File: config.mk
export PLATFORM = sky130hd
export DESIGN_NAME = tma_monitor
export DESIGN_NICKNAME = d
export VERILOG_FILES = /design/src/tma_monitor.v
export VERILOG_INCLUDE_DIRS = /design/src
export SDC_FILE = /design/constraint.sdc
export NUM_CORES = 1
export LEC_CHECK = 0
export ABC_CLOCK_PERIOD_IN_PS = 4300
export BUFFER_PORTS_ARGS = -buffer_cell sky130_fd_sc_hd__buf_2
export CAP_MARGIN = 25
export CORE_MARGIN = 10
export CORE_UTILIZATION = 54
export CTS_BUF_LIST = sky130_fd_sc_hd__clkbuf_8
export CTS_CLUSTER_DIAMETER = 50
export DETAILED_ROUTE_END_ITERATION = 8
export GPL_ROUTABILITY_DRIVEN = 0
export PLACE_DENSITY = 0.78
export SYNTH_ARGS = -nofsm -noshare
export SYNTH_HDL_FRONTEND = slang
export SYNTH_SLANG_ARGS = --single-unit
File: constraint.sdc
create_clock -name CLK_I -period 4.3 [get_ports CLK_I]
set_input_delay 0.86 -clock CLK_I [delete_from_list [all_inputs] [get_ports CLK_I]]
set_output_delay 0.86 -clock CLK_I [all_outputs]
set_load 0.02 [all_outputs]
File: src/tma_consts.vh
// Purpose: shared constants of the dual temperature monitor logic
// Assumes: included by its bare name
// Notes:   definitions only
`ifndef TMA_CONSTS_VH
`define TMA_CONSTS_VH
// register read addresses
`define TMA_RD_LOCAL    8'h00
`define TMA_RD_REMOTE   8'h01
`define TMA_RD_FLAGS    8'h02
`define TMA_RD_SETUP    8'h03
`define TMA_RD_RATE     8'h04
`define TMA_RD_LHI      8'h05
`define TMA_RD_LLO      8'h06
`define TMA_RD_RHI      8'h07
`define TMA_RD_RLO      8'h08
// register write addresses
`define TMA_WR_SETUP    8'h09
`define TMA_WR_RATE     8'h0a
`define TMA_WR_LHI      8'h0b
`define TMA_WR_LLO      8'h0c
`define TMA_WR_RHI      8'h0d
`define TMA_WR_RLO      8'h0e
// shared read/write addresses
`define TMA_RW_LTRIP    8'h19
`define TMA_RW_RTRIP    8'h20
`define TMA_RW_HYST     8'h21
// reset values and unmapped read value
`define TMA_RST_SETUP   8'h00
`define TMA_RST_RATE    8'h08
`define TMA_RST_LIMHI   8'h55
`define TMA_RST_LIMLO   8'h00
`define TMA_RST_TRIP    8'h55
`define TMA_RST_HYST    8'h0a
`define TMA_RST_PTR     8'h00
`define TMA_UNMAPPED    8'hff
// setup fields
`define TMA_SET_MASK    7
`define TMA_SET_TRIP2   5
`define TMA_SET_EXT     2
// flag fields
`define TMA_FLG_LHI     6
`define TMA_FLG_LLO     5
`define TMA_FLG_RHI     4
`define TMA_FLG_RLO     3
`define TMA_FLG_OPEN    2
// conversion timing and result coding
`define TMA_FAST_US     15500
`define TMA_CLK_MHZ     250
`define TMA_CODE_MAX    4'ha
`define TMA_EXT_OFS     10'h040
`define TMA_BIN_MAX     8'h7f
`define TMA_EXT_MAX     8'hff
// bus constants
`define TMA_ARA         7'h0c
`endif

File: src/tma_monitor.v
// Purpose: digital side of a dual channel temperature monitor
// Assumes: SMBus pins and sensor inputs are asynchronous to CLK_I
// Notes:   open-drain pins drive low when their enable is high
// How it works
// - rate read at 04, written at 0A
// - rate code divides period by powers two
// - every period converts local and remote
// - rate resets to 0x08
// - extended range adds 64 degree offset
// - binary mode saturates to 0..127
// - results at 00 and 01, read-only
// - local high limit 05/0B, reset 0x55
// - first write byte loads pointer
// - read returns register at pointer
// - alarm pin low on fault, open drain
// - answer alert response with own address
// - open sensor sampled per conversion, flag
// - alarm maskable, trip never masked
// - alarm above high or at low
// - alert response clears gone alarm
// - trip sets above limit, hysteresis release
// - hysteresis register resets to 10
// - alarm pin may act as trip
`timescale 1ns/1ps
`include "tma_consts.vh"
module tma_monitor #(
  parameter [6:0]  DEV_ADDR  = 7'h2a, // arbitrary
  parameter [31:0] FAST_CYC  = `TMA_FAST_US * `TMA_CLK_MHZ
) (
  input  wire       CLK_I,
  input  wire       RST_N_I,
  input  wire       SCL_I,
  input  wire       SDA_I,
  output wire       SDA_O,
  output wire       SDA_OE_O,
  input  wire [9:0] LOCAL_TEMP_I,
  input  wire [9:0] REMOTE_TEMP_I,
  input  wire       REMOTE_OPEN_I,
  output wire       CONV_START_O,
  output wire       ALARM_N_O,
  output wire       ALARM_OE_O,
  output wire       FAIL_SAFE_TRIP_N_O,
  output wire       FAIL_SAFE_TRIP_OE_O
);
  localparam [2:0] S_IDLE = 3'd0;
  localparam [2:0] S_ADDR = 3'd1;
  localparam [2:0] S_AACK = 3'd2;
  localparam [2:0] S_WBYT = 3'd3;
  localparam [2:0] S_WACK = 3'd4;
  localparam [2:0] S_RBYT = 3'd5;
  localparam [2:0] S_RACK = 3'd6;
  localparam [2:0] S_RLD  = 3'd7;
  // signed degrees to stored code
  function [7:0] enc;
    input [9:0] t;
    input       ext;
    reg   [9:0] v;
    begin
      v = ext ? t + `TMA_EXT_OFS : t;
      if (v[9])
        enc = 8'h00;
      else if (!ext && v > `TMA_BIN_MAX)
        enc = `TMA_BIN_MAX;
      else if (v > `TMA_EXT_MAX)
        enc = `TMA_EXT_MAX;
      else
        enc = v[7:0];
    end
  endfunction
  // release point of a trip comparator
  function [8:0] rel;
    input [7:0] lim;
    input [7:0] hy;
    begin
      rel = (hy > lim) ? 9'h000 : {1'b0, lim - hy};
    end
  endfunction
  reg        scl_m_r, scl_s_r, scl_d_r;
  reg        sda_m_r, sda_s_r, sda_d_r;
  reg [9:0]  lt_m_r,  lt_s_r;
  reg [9:0]  rt_m_r,  rt_s_r;
  reg        op_m_r,  op_s_r;
  reg [2:0]  st_r;
  reg [3:0]  bit_r;
  reg [7:0]  sh_r;
  reg [7:0]  tx_r;
  reg [1:0]  byte_r;
  reg        rw_r, ara_r, oe_r, ara_done_r;
  reg [7:0]  ptr_r;
  reg [7:0]  setup_r, rate_r, lhi_r, llo_r;
  reg [7:0]  rhi_r, rlo_r, ltrip_r, rtrip_r, hyst_r;
  reg [7:0]  ltemp_r, rtemp_r, flags_r;
  reg        alarm_r, ltrip_on_r, rtrip_on_r;
  reg [31:0] cnt_r;
  reg        conv_r;
  wire       scl_rise, scl_fall, start_c, stop_c;
  wire [3:0] code;
  wire [31:0] period;
  wire       cond, alarm_low, trip_any;
  wire [7:0] lt_enc, rt_enc;
  reg  [7:0] rd_data;
  // two-stage synchronisers on the bus and sensor inputs; RST_N_I is used unsynchronised
  always @(posedge CLK_I) begin
    if (!RST_N_I) begin
      scl_m_r <= 1'b1;
      scl_s_r <= 1'b1;
      scl_d_r <= 1'b1;
      sda_m_r <= 1'b1;
      sda_s_r <= 1'b1;
      sda_d_r <= 1'b1;
      lt_m_r  <= 10'h000;
      lt_s_r  <= 10'h000;
      rt_m_r  <= 10'h000;
      rt_s_r  <= 10'h000;
      op_m_r  <= 1'b0;
      op_s_r  <= 1'b0;
    end else begin
      scl_m_r <= SCL_I;
      scl_s_r <= scl_m_r;
      scl_d_r <= scl_s_r;
      sda_m_r <= SDA_I;
      sda_s_r <= sda_m_r;
      sda_d_r <= sda_s_r;
      lt_m_r  <= LOCAL_TEMP_I;
      lt_s_r  <= lt_m_r;
      rt_m_r  <= REMOTE_TEMP_I;
      rt_s_r  <= rt_m_r;
      op_m_r  <= REMOTE_OPEN_I;
      op_s_r  <= op_m_r;
    end
  end
  // edge and framing detection on the synchronised pins
  assign scl_rise = scl_s_r & ~scl_d_r;
  assign scl_fall = ~scl_s_r & scl_d_r;
  assign start_c  = scl_s_r & scl_d_r & ~sda_s_r & sda_d_r;
  assign stop_c   = scl_s_r & scl_d_r & sda_s_r & ~sda_d_r;
  // conversion period: fastest period shifted by the divide
  assign code   = (rate_r[3:0] > `TMA_CODE_MAX) ? `TMA_CODE_MAX
                                                : rate_r[3:0];
  assign period = FAST_CYC << (`TMA_CODE_MAX - code);
  // conversion scheduler, one start pulse per period
  always @(posedge CLK_I) begin
    if (!RST_N_I) begin
      cnt_r  <= 32'h0000_0000;
      conv_r <= 1'b0;
    end else if (cnt_r + 32'h1 >= period) begin
      cnt_r  <= 32'h0000_0000;
      conv_r <= 1'b1;
    end else begin
      cnt_r  <= cnt_r + 32'h1;
      conv_r <= 1'b0;
    end
  end
  assign lt_enc = enc(lt_s_r, setup_r[`TMA_SET_EXT]);
  assign rt_enc = enc(rt_s_r, setup_r[`TMA_SET_EXT]);
  // results, flags and trip comparators update at each conversion
  always @(posedge CLK_I) begin
    if (!RST_N_I) begin
      ltemp_r    <= 8'h00;
      rtemp_r    <= 8'h00;
      flags_r    <= 8'h00;
      ltrip_on_r <= 1'b0;
      rtrip_on_r <= 1'b0;
    end else if (conv_r) begin
      ltemp_r <= lt_enc;
      rtemp_r <= rt_enc;
      flags_r <= 8'h00;
      flags_r[`TMA_FLG_LHI]  <= lt_enc > lhi_r;
      flags_r[`TMA_FLG_LLO]  <= lt_enc <= llo_r;
      flags_r[`TMA_FLG_RHI]  <= rt_enc > rhi_r;
      flags_r[`TMA_FLG_RLO]  <= rt_enc <= rlo_r;
      flags_r[`TMA_FLG_OPEN] <= op_s_r;
      if (lt_enc > ltrip_r)
        ltrip_on_r <= 1'b1;
      else if ({1'b0, lt_enc} <= rel(ltrip_r, hyst_r))
        ltrip_on_r <= 1'b0;
      if (rt_enc > rtrip_r)
        rtrip_on_r <= 1'b1;
      else if ({1'b0, rt_enc} <= rel(rtrip_r, hyst_r))
        rtrip_on_r <= 1'b0;
    end
  end
  assign cond = |flags_r[`TMA_FLG_LHI:`TMA_FLG_OPEN];
  // alarm latch: a new conversion fault wins over a service clear
  always @(posedge CLK_I) begin
    if (!RST_N_I)
      alarm_r <= 1'b0;
    else if (cond)
      alarm_r <= 1'b1;
    else if (ara_done_r)
      alarm_r <= 1'b0;
  end
  assign trip_any  = ltrip_on_r | rtrip_on_r;
  // pin either shows the trip or the maskable alarm
  assign alarm_low = setup_r[`TMA_SET_TRIP2] ? trip_any
                   : alarm_r & ~setup_r[`TMA_SET_MASK];
  // read mux at the pointer; write-only addresses read as ones
  always @* begin
    case (ptr_r)
      `TMA_RD_LOCAL:  rd_data = ltemp_r;
      `TMA_RD_REMOTE: rd_data = rtemp_r;
      `TMA_RD_FLAGS:  rd_data = flags_r;
      `TMA_RD_SETUP:  rd_data = setup_r;
      `TMA_RD_RATE:   rd_data = rate_r;
      `TMA_RD_LHI:    rd_data = lhi_r;
      `TMA_RD_LLO:    rd_data = llo_r;
      `TMA_RD_RHI:    rd_data = rhi_r;
      `TMA_RD_RLO:    rd_data = rlo_r;
      `TMA_RW_LTRIP:  rd_data = ltrip_r;
      `TMA_RW_RTRIP:  rd_data = rtrip_r;
      `TMA_RW_HYST:   rd_data = hyst_r;
      default:        rd_data = `TMA_UNMAPPED;
    endcase
  end
  // serial slave: samples on scl rise, drives sda after scl fall
  always @(posedge CLK_I) begin
    if (!RST_N_I) begin
      st_r       <= S_IDLE;
      bit_r      <= 4'h0;
      sh_r       <= 8'h00;
      tx_r       <= 8'h00;
      byte_r     <= 2'd0;
      rw_r       <= 1'b0;
      ara_r      <= 1'b0;
      oe_r       <= 1'b0;
      ara_done_r <= 1'b0;
      ptr_r      <= `TMA_RST_PTR;
      setup_r    <= `TMA_RST_SETUP;
      rate_r     <= `TMA_RST_RATE;
      lhi_r      <= `TMA_RST_LIMHI;
      llo_r      <= `TMA_RST_LIMLO;
      rhi_r      <= `TMA_RST_LIMHI;
      rlo_r      <= `TMA_RST_LIMLO;
      ltrip_r    <= `TMA_RST_TRIP;
      rtrip_r    <= `TMA_RST_TRIP;
      hyst_r     <= `TMA_RST_HYST;
    end else begin
      ara_done_r <= 1'b0;
      if (start_c) begin
        st_r   <= S_ADDR;
        bit_r  <= 4'h0;
        byte_r <= 2'd0;
        oe_r   <= 1'b0;
      end else if (stop_c) begin
        st_r <= S_IDLE;
        oe_r <= 1'b0;
      end else if (scl_rise) begin
        case (st_r)
          S_ADDR, S_WBYT: begin
            sh_r  <= {sh_r[6:0], sda_s_r};
            bit_r <= bit_r + 4'h1;
          end
          S_RACK: begin
            ara_done_r <= ara_r;
            st_r       <= (sda_s_r || ara_r) ? S_IDLE : S_RLD;
          end
          default: st_r <= st_r;
        endcase
      end else if (scl_fall) begin
        case (st_r)
          S_ADDR: if (bit_r == 4'h8) begin
            rw_r  <= sh_r[0];
            ara_r <= sh_r[7:1] == `TMA_ARA;
            if (sh_r[7:1] == DEV_ADDR ||
                (sh_r[7:1] == `TMA_ARA && sh_r[0] && alarm_low)) begin
              oe_r <= 1'b1;
              st_r <= S_AACK;
            end else
              st_r <= S_IDLE;
          end
          S_AACK, S_RLD: begin
            bit_r <= 4'h0;
            if (rw_r) begin
              tx_r <= ara_r ? {DEV_ADDR, 1'b1} : rd_data;
              oe_r <= ara_r ? ~DEV_ADDR[6] : ~rd_data[7];
              st_r <= S_RBYT;
            end else begin
              oe_r <= 1'b0;
              st_r <= S_WBYT;
            end
          end
          S_WBYT: if (bit_r == 4'h8) begin
            oe_r <= 1'b1;
            st_r <= S_WACK;
            if (byte_r != 2'd2)
              byte_r <= byte_r + 2'd1;
            if (byte_r == 2'd0)
              ptr_r <= sh_r;
            else if (byte_r == 2'd1) begin
              case (ptr_r)
                `TMA_WR_SETUP: setup_r <= sh_r;
                `TMA_WR_RATE:  rate_r  <= sh_r;
                `TMA_WR_LHI:   lhi_r   <= sh_r;
                `TMA_WR_LLO:   llo_r   <= sh_r;
                `TMA_WR_RHI:   rhi_r   <= sh_r;
                `TMA_WR_RLO:   rlo_r   <= sh_r;
                `TMA_RW_LTRIP: ltrip_r <= sh_r;
                `TMA_RW_RTRIP: rtrip_r <= sh_r;
                `TMA_RW_HYST:  hyst_r  <= sh_r;
                default:       ptr_r   <= ptr_r;
              endcase
            end
          end
          S_WACK: begin
            oe_r  <= 1'b0;
            bit_r <= 4'h0;
            st_r  <= S_WBYT;
          end
          S_RBYT: begin
            if (bit_r == 4'h7) begin
              oe_r <= 1'b0; // master acks
              st_r <= S_RACK;
            end else begin
              bit_r <= bit_r + 4'h1;
              tx_r  <= {tx_r[6:0], 1'b0};
              oe_r  <= ~tx_r[6];
            end
          end
          default: st_r <= st_r;
        endcase
      end
    end
  end
  // open-drain pins only ever pull low
  assign SDA_O               = 1'b0;
  assign SDA_OE_O            = oe_r;
  assign CONV_START_O        = conv_r;
  assign ALARM_N_O           = 1'b0;
  assign ALARM_OE_O          = alarm_low;
  assign FAIL_SAFE_TRIP_N_O  = 1'b0;
  assign FAIL_SAFE_TRIP_OE_O = trip_any;
endmodule // tma_monitor

==> reports/results.ini, run 1 <==
[timing]
tightest_slew_ns = 0.970
tns_ns = 0
fin_crit_sh_pct = 92.6
finalClockSkew_ns = 0.0186
max_slew_margin_pct = 34.9
setup-violations-final = 0
grt_setup_unrepaired = no
hold_violations = 0
period_needed_ns = 3.98
slew_violations = 0
max_freq_ghz = 0.251

[detailed_routing]
first_pass_iters = 6
drt_iter0_markers = 1048
viasPerCell = 5.98
wire_per_inst_um = 18.4
antenna_left = 0
vias = 11200
drc = 0
wl_um = 34300

[power]
ir_drop_mv = 0.264
p_int_mw = 3.19
clkPwrFrac_pct = 45.8
switchingPower_mw = 1.04
power_frac_comb_pct = 6.6
p_leak_nw = 5.76
power.density_mw_per_mm2 = 302
p_seq_share_pct = 47.7
swShare_pct = 24.6

[floorplan]
core_area_mm2 = 0.0234
die_w_um = 174
start_util_pct = 54.8
fp-row-count = 56
dieArea_mm2 = 0.0303
die_y_um = 174
io_pins = 32

[setup_path]
worstSetupEndpointType = flip-flop
crit_arrival_ns = 4.41
start_kind = flip-flop
crit_fanout = 21
worstPathRequired_ns = 4.73
crit_type = flip-flop to flip-flop

[cells_and_area]
area_growth_pct = 9.25
multi_input_area_mm2 = 0.00797
fillers = 2011
fin_area_mm2 = 0.0140
final_common_cell = dfxtp_1
antenna_cells = 0
fin_nets = 1675
layout-drive-gt1-share_pct = 9.35
final_cell_mix = dfxtp_1, nand2_1, nor2_1
regArea_mm2 = 0.00427

[run_status]
outcome = completed

[cts]
cts_hold_buffers = 0
numCtsBuffers = 37
cts-root-buf = clkbuf_8
cts_tree = yes
clock_sinks = 213
clock_path_buffers = 3
path_clk_slew_ns = 0.06
insertion_delay_ns = 0.55
h-tree-depth = 2

[logic_synthesis]
netlist_area_mm2 = 0.0128
syn_area_per_cell_um2 = 8.49
yosysWarnings = 0
yosysSeqAreaShare_pct = 33.3
async_flop_share_pct = 0
synth_cell_type_count = 76
ys_ff_latch = 213
synth_edf_count = 0
synthCells = 1510
synth_ff_type = dfxtp_1

[flow_run]
max_cap_violations = 0

[grt]
grt_usage_pct = 21.8
grt_max_degree = 51
grt_antenna_before_repair = 0
grt_pass1_vias = 10700
grt_pass1_wl_um = 55100
grt_overflow_total = 0

[placement]
place.port_buffers = 28
dp_hpwl_um = 24600
placed_cell_area_mm2 = 0.0132

[min_path]
hold_class = flip-flop to flip-flop

-- power by group through the flow --
stage          sequential, mW  clock [mW]  combinational, mW
6_report                 2.02        1.94              0.278
5_1_grt                  2.02        2.05              0.308
4_1_cts                  2.02        1.97              0.273
3_5_place_dp             2.06           0              0.270
3_3_place_gp             2.06           0              0.261
2_1_floorplan            2.05           0              0.196
-- flip-flops by register name (all words and copies together), names as in the netlist, 10 cells and up --
signal,cells
rt_s_r,10
lt_m_r,10
rt_m_r,10
lt_s_r,10
cnt_r,32
-- final cells by class --
| cell class | count | share of cell area [%] |
|---|---|---|
| Inverter | 76 | 2.04 |
| Timing Repair Buffer | 50 | 2.21 |
| Tap cell | 319 | 2.85 |
| Clock buffer | 49 | 4.81 |
| Multi-Input combinational cell | 1147 | 56.9 |
| Clock inverter | 15 | 0.777 |
| Sequential cell | 213 | 30.5 |
-- routing by layer --
layer / part of all wire, % / GRT usage (%) / wire length [um]
met4: 4.1 / 9.37 / 1400
met5: 0 / 0 / 0
met2: 46 / 35.6 / 15700
met3: 7.4 / 3.92 / 2530
met1: 43 / 27.7 / 14700
-- through the flow --
step | cells | hold WS, ns | worst slack (ns) | util [%] | total power [mW]
floorplan | 1512 | 0.386 | 0.495 | - | 2.25
global placement | 1805 | 0.390 | 0.437 | 56.5 | 2.32
detailed placement | 1805 | 0.405 | 0.283 | 56.5 | 2.33
CTS | 1869 | 0.421 | 0.222 | 59.8 | 4.26
global route | 1869 | 0.443 | 0.0175 | 59.9 | 4.38
finish | 1869 | 0.415 | 0.317 | 59.9 | 4.23
-- cells in the mapped netlist (all sizes together), types with 6 or more instances --
cell type / number / area share (%)
mux4: 10 / 1.8
buf: 14 / 0.70
nand2: 136 / 4.0
nor2: 136 / 4.0
or2: 8 / 0.39
a21oi: 84 / 3.3
o211ai: 14 / 0.82
or3: 8 / 0.39
nand4: 22 / 1.1
maj3: 6 / 0.47
xnor2: 29 / 2.0
o22ai: 11 / 0.54
and3: 16 / 0.78
nor3: 23 / 1.0
dfxtp: 213 / 33
mux2i: 76 / 5.9
nor2b: 55 / 2.7
a211oi: 12 / 0.70
o21ai: 77 / 3.0
a22o: 8 / 0.55
and2: 47 / 2.3
nand2b: 21 / 1.0
xor2: 17 / 1.2
nor4: 11 / 0.68
ha: 123 / 12
inv: 76 / 2.2
a211o: 6 / 0.41
clkbuf: 62 / 1.8
o21a: 15 / 0.88
a22oi: 12 / 0.70
nand3: 52 / 2.0
o31ai: 6 / 0.35
a21o: 18 / 1.1
-- worst max-delay path, stage by stage, from the launching register on --
cell,delay (ns)
dfxtp_2,0.37
o21ai_0,0.18
nand2_1,0.16
inv_1,0.21
ha_1,0.25
inv_1,0.12
ha_2,0.46
buf_6,0.22
nand2_1,0.09
nor2_1,0.17
a21oi_1,0.07
ha_1,0.30
and3_1,0.17
nand4_1,0.10
a211o_1,0.24
a311o_1,0.28
nand4_1,0.14
buf_4,0.26
nor2b_1,0.07
-- final timing paths --
kind | cells past startpoint | slack (ns) | start | end
min reg2reg | 1 | 0.42 | sda_m_r$_SDFF_PN1_ | sda_s_r$_SDFF_PN1_
min | 1 | 0.42 | sda_m_r$_SDFF_PN1_ | sda_s_r$_SDFF_PN1_
max | 18 | 0.32 | rate_r[2]$_SDFFE_PN0P_ | cnt_r[28]$_SDFF_PP0_
max reg2reg | 18 | 0.32 | rate_r[2]$_SDFFE_PN0P_ | cnt_r[28]$_SDFF_PP0_
-- cells by family (layout without fill, tap and decap cells) --
logic type               Yosys count  count (layout)  synth area share (%)
other                              1               3                0.0292
multiplexers                      90              90                  8.04
AND/OR/NAND/NOR                  565             565                  22.4
buffers and inverters            152             190                  4.74
AO/OA/AOI/OAI                    312             312                  15.6
XOR/XNOR                          46              46                  3.14
adder cells (fa/ha/maj)          131             131                  12.8
flip-flops                       213             213                  33.3
-- what timing repair did --
| item | CTS | global route |
|---|---|---|
| endpoints found under the setup margin | 0 | 32 |
| resized for setup | 0 | 4 |
| buffers inserted | 0 | 0 |
No activity file was read; power rests on OpenSTA's default activity.
==> run 2, diff against run 1 <==
- ABC_CLOCK_PERIOD_IN_PS: 4300 -> unset
- CORE_MARGIN: 10 -> 1
- CORE_UTILIZATION: 54 -> 60
- PLACE_DENSITY: 0.78 -> 0.85
==> run 2 against run 1 <==
  * Clock power is 6% higher
  * Global-route usage up 8.8 points
  * Critical path type unchanged
  * Sequential power hardly changed
  * Largest cell class unchanged
  * Via count grew 1.3%
  * Fmax is 0.93% higher
==> reports/results.ini, run 2 (synthesis gave the netlist of run 1 again) <==
[setup_path]
reg2reg_depth = 18  ; unchanged
rrSetupSlack_ns = 0.35  ; +0.04 ns
r2r_end = cnt_r[22]$_SDFF_PP0_
r2r_start = rate_r[3]$_SDFFE_PN1P_
crit_fanout = 32  ; +52%
crit_arrival_ns = 4.38  ; -0.03 ns
worstSetupEndpointType = flip-flop
worstPathRequired_ns = 4.73  ; about the same
start_kind = flip-flop
crit_type = flip-flop to flip-flop

[power]
ir_drop_mv = 0.328  ; +24%
p_leak_nw = 5.77  ; +0.18%
power.density_mw_per_mm2 = 311  ; +2.9%

[cts]
numCtsBuffers = 37  ; unchanged
postCtsSetupBuffers = 0  ; unchanged
h-tree-depth = 2  ; unchanged
cts-root-buf = clkbuf_8
cts_hold_buffers = 0  ; unchanged
cts_tree = yes
path_clk_slew_ns = 0.06  ; about the same
clock_path_buffers = 3  ; unchanged
insertion_delay_ns = 0.56  ; about the same
clock_sinks = 213  ; unchanged

[timing]
period_needed_ns = 3.95  ; -0.0367 ns
tns_ns = 0  ; unchanged
fin_crit_sh_pct = 91.8  ; -0.85 points
hold_violations = 0  ; unchanged
tightest_slew_ns = 1.05  ; +0.0753 ns
slew_violations = 0  ; unchanged
whs_ns = 0.408  ; -0.00734 ns
grt_setup_unrepaired = no
max_freq_ghz = 0.253  ; +0.93%
setup-violations-final = 0  ; unchanged
max_slew_margin_pct = 29.9  ; -5.1 points
finalClockSkew_ns = 0.0307  ; +0.0121 ns

[floorplan]
io_pins = 32  ; unchanged
die_y_um = 148  ; -15%
die_w_um = 148  ; -15%
fp-row-count = 53  ; -5.4%
start_util_pct = 61.2  ; +6.4 points
core_area_mm2 = 0.0210  ; -10%
dieArea_mm2 = 0.0220  ; -28%

[min_path]
hold_depth = 1  ; unchanged
hold_class = flip-flop to flip-flop
holdPathEnd = scl_s_r$_SDFF_PN1_
hold_start = scl_m_r$_SDFF_PN1_

[detailed_routing]
wire_per_inst_um = 18.4  ; +0.44%
vias = 11300  ; +1.3%
viasPerCell = 6.20  ; +3.7%
drt_iter0_markers = 1080  ; +3.1%
wl_um = 33700  ; -1.9%
drc = 0  ; unchanged
first_pass_iters = 5  ; -1
antenna_left = 0  ; unchanged

[cells_and_area]
antenna_cells = 0  ; unchanged
top_register = cnt_r
fillers = 1688  ; -16%
final_cell_mix = dfxtp_1, nand2_1, nor2_1
area_growth_pct = 9.12
fin_nets = 1673  ; -0.12%
fin_util_pct = 66.8  ; +6.9 points
multi_input_area_mm2 = 0.00796  ; about the same
final_common_cell = dfxtp_1
regArea_mm2 = 0.00427  ; about the same
largest_reg_flops = 32  ; unchanged
fin_area_mm2 = 0.0140  ; -0.12%
layout-drive-gt1-share_pct = 9.48  ; +0.13 points

[grt]
grt_overflow_total = 0  ; unchanged
grt_max_degree = 94  ; +84%
grt_usage_pct = 30.6  ; +8.8 points
grt_pass1_wl_um = 53600  ; -2.9%
grt_antenna_before_repair = 0  ; unchanged
grt_pass1_vias = 10700  ; +0.019%

[placement]
dp_hpwl_um = 23800  ; -3.6%
placed_cell_area_mm2 = 0.0131  ; -0.53%
place.port_buffers = 28  ; unchanged

[run_status]
outcome = completed

[flow_run]
max_cap_violations = 0  ; unchanged

-- run 2: area by class of cell --
class | count | area share (%)
multi-input combinational | 1147 | 56.9
sequential | 213 | 30.5
clock buffer | 50 | 4.92
tap | 275 | 2.46
timing repair buffer | 48 | 2.07
inverter | 76 | 2.04
clock inverter | 16 | 1.12
-- run 2: routing by layer --
metal  vias up  part of all wire, %  global-route usage (%)  routed length [um]
met4         0                  5.8                    18.0                1950
met2       550                   46                    50.0               15400
met3       138                  8.3                    6.35                2790
met5         -                    0                       0                   0
met1      5259                   40                    37.3               13600
li1       5368                    -                       -                   -
-- run 2: through the flow --
| step | cells | worst slack (ns) | total power [mW] |
|---|---|---|---|
| after floorplan | 1512 | 0.495 | 2.25 |
| after global placement | 1759 | 0.516 | 2.32 |
| after detailed placement | 1759 | 0.359 | 2.33 |
| after CTS | 1825 | 0.354 | 4.37 |
| after global routing | 1825 | 0.00811 | 4.51 |
| final | 1825 | 0.353 | 4.35 |
-- run 2: how the worst max path moves through the flow --
| stage | start | endpoint | cells after the start | slack [ns] |
|---|---|---|---|---|
| 3_3_place_gp | rate_r[3]$_SDFFE_PN1P_ | cnt_r[2]$_SDFF_PP0_ | 18 | 0.52 |
| 2_1_floorplan | rate_r[1]$_SDFFE_PN0P_ | cnt_r[2]$_SDFF_PP0_ | 18 | 0.49 |
| 5_1_grt | rate_r[3]$_SDFFE_PN1P_ | cnt_r[29]$_SDFF_PP0_ | 17 | 0.008 |
| 6_report | rate_r[3]$_SDFFE_PN1P_ | cnt_r[22]$_SDFF_PP0_ | 18 | 0.35 |
| 3_5_place_dp | rate_r[2]$_SDFFE_PN0P_ | cnt_r[28]$_SDFF_PP0_ | 18 | 0.36 |
| 4_1_cts | rate_r[2]$_SDFFE_PN0P_ | cnt_r[22]$_SDFF_PP0_ | 18 | 0.35 |
-- run 2: where the power goes --
| part | leakage [nW] | switching, mW | internal [mW] | total [mW] |
|---|---|---|---|---|
| clock network | 0.460 | 0.874 | 1.18 | 2.05 |
| registers | 1.73 | 0.0173 | 2.00 | 2.02 |
| logic | 3.59 | 0.175 | 0.107 | 0.283 |
| total | 5.77 | 1.07 | 3.28 | 4.35 |
-- run 2: worst max-delay path, cell delays in order, from the launching register on --
cell	delay, ns
dfxtp_1	0.50
o21ai_0	0.14
nand2_1	0.19
inv_1	0.15
ha_1	0.25
inv_1	0.14
ha_1	0.31
nor2_1	0.27
a21oi_1	0.08
nor2_1	0.10
a21oi_1	0.06
ha_1	0.32
nand4_1	0.14
nor3_1	0.28
nand2_1	0.08
a311o_1	0.29
nand4_1	0.10
buf_4	0.32
nor2b_1	0.10
-- run 2: timing repair --
action                                 CTS  global route
setup endpoints to repair                0             2
resized for setup                        0             1
endpoints found under the hold margin    0             0
==> run 3, diff against run 2 <==
- ABC_CLOCK_PERIOD_IN_PS: unset -> 3500
- CORE_UTILIZATION: 60 -> 59
- PLACE_DENSITY: 0.85 -> 0.87
- clock period: 4.3 -> 3.5 ns (I/O delays scaled with it)
==> run 3 against run 2 <==
  * Global-route usage rose by 1.0 points
  * Clock skew grew 0.0077 ns
  * First-iteration DRC count up 9.2%
  * Register-to-register slack got worse by 0.22 ns
  * Sequential share of layout area fell by 0.75 points
  * Sequential power is 23% higher
  * Core utilization grew 1.0 points
  * Via count grew 3.0%
  * Die area increased by 1.7%
  * Hold slack worse by 0.067 ns
  * Cell count rose by 2.1%
  * Design area up 2.5%
  * Largest power group is now sequential cells
==> reports/results.ini, run 3 (synthesis gave the netlist of run 1 again) <==
[power]
p_leak_nw = 5.97  ; +3.4%
swShare_pct = 25.7  ; +1.2 points
ir_drop_mv = 0.403  ; +23%
switchingPower_mw = 1.33  ; +24%
power.density_mw_per_mm2 = 360  ; +16%
power_mw = 5.16  ; +19%
p_int_mw = 3.84  ; +17%
power_frac_comb_pct = 7.3  ; +0.8 points
clkPwrFrac_pct = 44.8  ; -2.3 points
p_seq_share_pct = 48.0  ; +1.6 points

[cells_and_area]
final_common_cell = dfxtp_1
area_growth_pct = 11.9
layout-drive-gt1-share_pct = 12.2  ; +2.7 points
stdcell_count = 1864  ; +2.1%
largest_reg_flops = 32  ; unchanged
antenna_cells = 0  ; unchanged
fin_nets = 1712  ; +2.3%
final_cell_mix = dfxtp_1, nand2_1, nor2_1
top_register = cnt_r

[setup_path]
reg2reg_depth = 18  ; unchanged
start_kind = flip-flop
r2r_start = rate_r[3]$_SDFFE_PN1P_
worstPathRequired_ns = 3.99  ; -0.74 ns
r2r_end = cnt_r[7]$_SDFF_PP0_
worstSetupEndpointType = flip-flop
crit_arrival_ns = 3.86  ; -0.52 ns
crit_type = flip-flop to flip-flop
rrSetupSlack_ns = 0.13  ; -0.22 ns
crit_end = cnt_r[7]$_SDFF_PP0_
crit_fanout = 8  ; -75%
crit_start = rate_r[3]$_SDFFE_PN1P_

[timing]
setup-violations-final = 0  ; unchanged
slew_violations = 0  ; unchanged
hold_violations = 0  ; unchanged
max_slew_margin_pct = 32.6  ; +2.8 points
whs_ns = 0.341  ; -0.0666 ns
tightest_slew_ns = 1.00  ; -0.0410 ns
max_freq_ghz = 0.297  ; +17%
period_needed_ns = 3.37  ; -0.576 ns
fin_crit_sh_pct = 96.3  ; +4.5 points
finalClockSkew_ns = 0.0384  ; +0.00774 ns

[grt]
grt_max_degree = 94  ; unchanged
grt_pass1_vias = 11100  ; +3.7%
grt_antenna_before_repair = 0  ; unchanged
grt_overflow_total = 0  ; unchanged
grt_pass1_wl_um = 55800  ; +4.1%
grt_usage_pct = 31.6  ; +1.0 points

[detailed_routing]
wl_um = 35600  ; +5.7%
first_pass_iters = 6  ; +1
drt_iter0_markers = 1179  ; +9.2%
vias = 11700  ; +3.0%
drc = 0  ; unchanged
viasPerCell = 6.25  ; +0.84%
antenna_left = 0  ; unchanged
wire_per_inst_um = 19.1  ; +3.5%

[cts]
path_clk_slew_ns = 0.06  ; about the same
clock_path_buffers = 3  ; unchanged
insertion_delay_ns = 0.56  ; about the same
numCtsBuffers = 38  ; +2.7%
cts-root-buf = clkbuf_8
cts_tree = yes
h-tree-depth = 2  ; unchanged
cts_hold_buffers = 0  ; unchanged
clock_sinks = 213  ; unchanged

[placement]
placed_cells = 1789  ; +1.7%
dp_hpwl_um = 24800  ; +4.4%
place.port_buffers = 28  ; unchanged

[floorplan]
fp-row-count = 53  ; unchanged
io_pins = 32  ; unchanged
core_area_mm2 = 0.0212  ; +0.95%
die_y_um = 149  ; +0.83%
die_w_um = 149  ; +0.83%
dieArea_mm2 = 0.0223  ; +1.7%
start_util_pct = 60.6  ; -0.58 points

[flow_run]
max_cap_violations = 0  ; unchanged

[min_path]
hold_class = input port to flip-flop
hold_depth = 2  ; +1

[run_status]
outcome = completed

[run 3: cell types whose count changed in the layout (fill, tap and decap cells not counted), moves of 3 or more]
cell,change
buf_12,+3
buf_4,+30
buf_6,+3
clkbuf_8,-3
inv_1,+4
nor3_1,-3
nor3_2,+3
[run 3: power by group through the flow]
stage	Clock (mW)	Sequential (mW)	Combinational [mW]
after detailed placement	0	2.53	0.347
final	2.31	2.48	0.375
after global routing	2.45	2.48	0.407
after CTS	2.33	2.48	0.354
after global placement	0	2.53	0.333
after floorplan	0	2.52	0.242
[run 3: critical path: stages (launching register included)]
cell and delay (ns):
dfxtp_1 0.41, o21ai_2 0.07, nand2_1 0.08, inv_1 0.07, ha_2 0.17, inv_1 0.11
ha_4 0.24, nor2_2 0.19, nand2_1 0.11, and3_1 0.16, ha_1 0.31, a21o_1 0.16
a21oi_1 0.14, o21ai_0 0.13, a221oi_2 0.33, nand4_1 0.15, buf_6 0.17, clkbuf_16 0.16
nor2b_1 0.11
[run 3: final cells by class]
class | count | area, um^2
flip-flops and latches | 213 | 4270
multi-input cells | 1147 | 8030
inverters | 76 | 285
clock inverters | 20 | 115
repair buffers | 86 | 659
well taps | 275 | 344
clock buffers | 47 | 647
fillers | 1543 | 6810
[run 3: worst min-delay path by stage]
stage                       start                    to  slack, ns
6_report         REMOTE_TEMP_I[7]  rt_m_r[7]$_SDFF_PN0_       0.34
5_1_grt           LOCAL_TEMP_I[8]  lt_m_r[8]$_SDFF_PN0_       0.33
4_1_cts          REMOTE_TEMP_I[7]  rt_m_r[7]$_SDFF_PN0_       0.33
3_5_place_dp   scl_m_r$_SDFF_PN1_    scl_s_r$_SDFF_PN1_       0.40
3_3_place_gp   sda_m_r$_SDFF_PN1_    sda_s_r$_SDFF_PN1_       0.39
2_1_floorplan  scl_m_r$_SDFF_PN1_    scl_s_r$_SDFF_PN1_       0.39
[run 3: routing by layer]
layer  share of wire, %  up-vias  GRT usage (%)
li1                   -     5446              -
met4                7.1        0           21.9
met5                  0        -              0
met2                 45      612           50.6
met1                 39     5398           38.0
met3                9.0      198           6.40
[run 3: through the flow]
step	utilization, %	area [um^2]	setup WS (ns)	setup TNS (ns)
after floorplan	-	12800	0.00747	0
after CTS	66.9	14200	0.0893	0
after detailed placement	63.3	13400	0.123	0
after global placement	63.3	13400	0.264	0
after global routing	67.8	14300	-0.0599	-1.09
final	67.8	14300	0.129	0
[run 3: what timing repair did]
| action | 4_1_cts | 5_1_grt |
|---|---|---|
| resized for setup | 0 | 21 |
| buffers inserted | 0 | 5 |
| setup endpoints to repair | 0 | 34 |
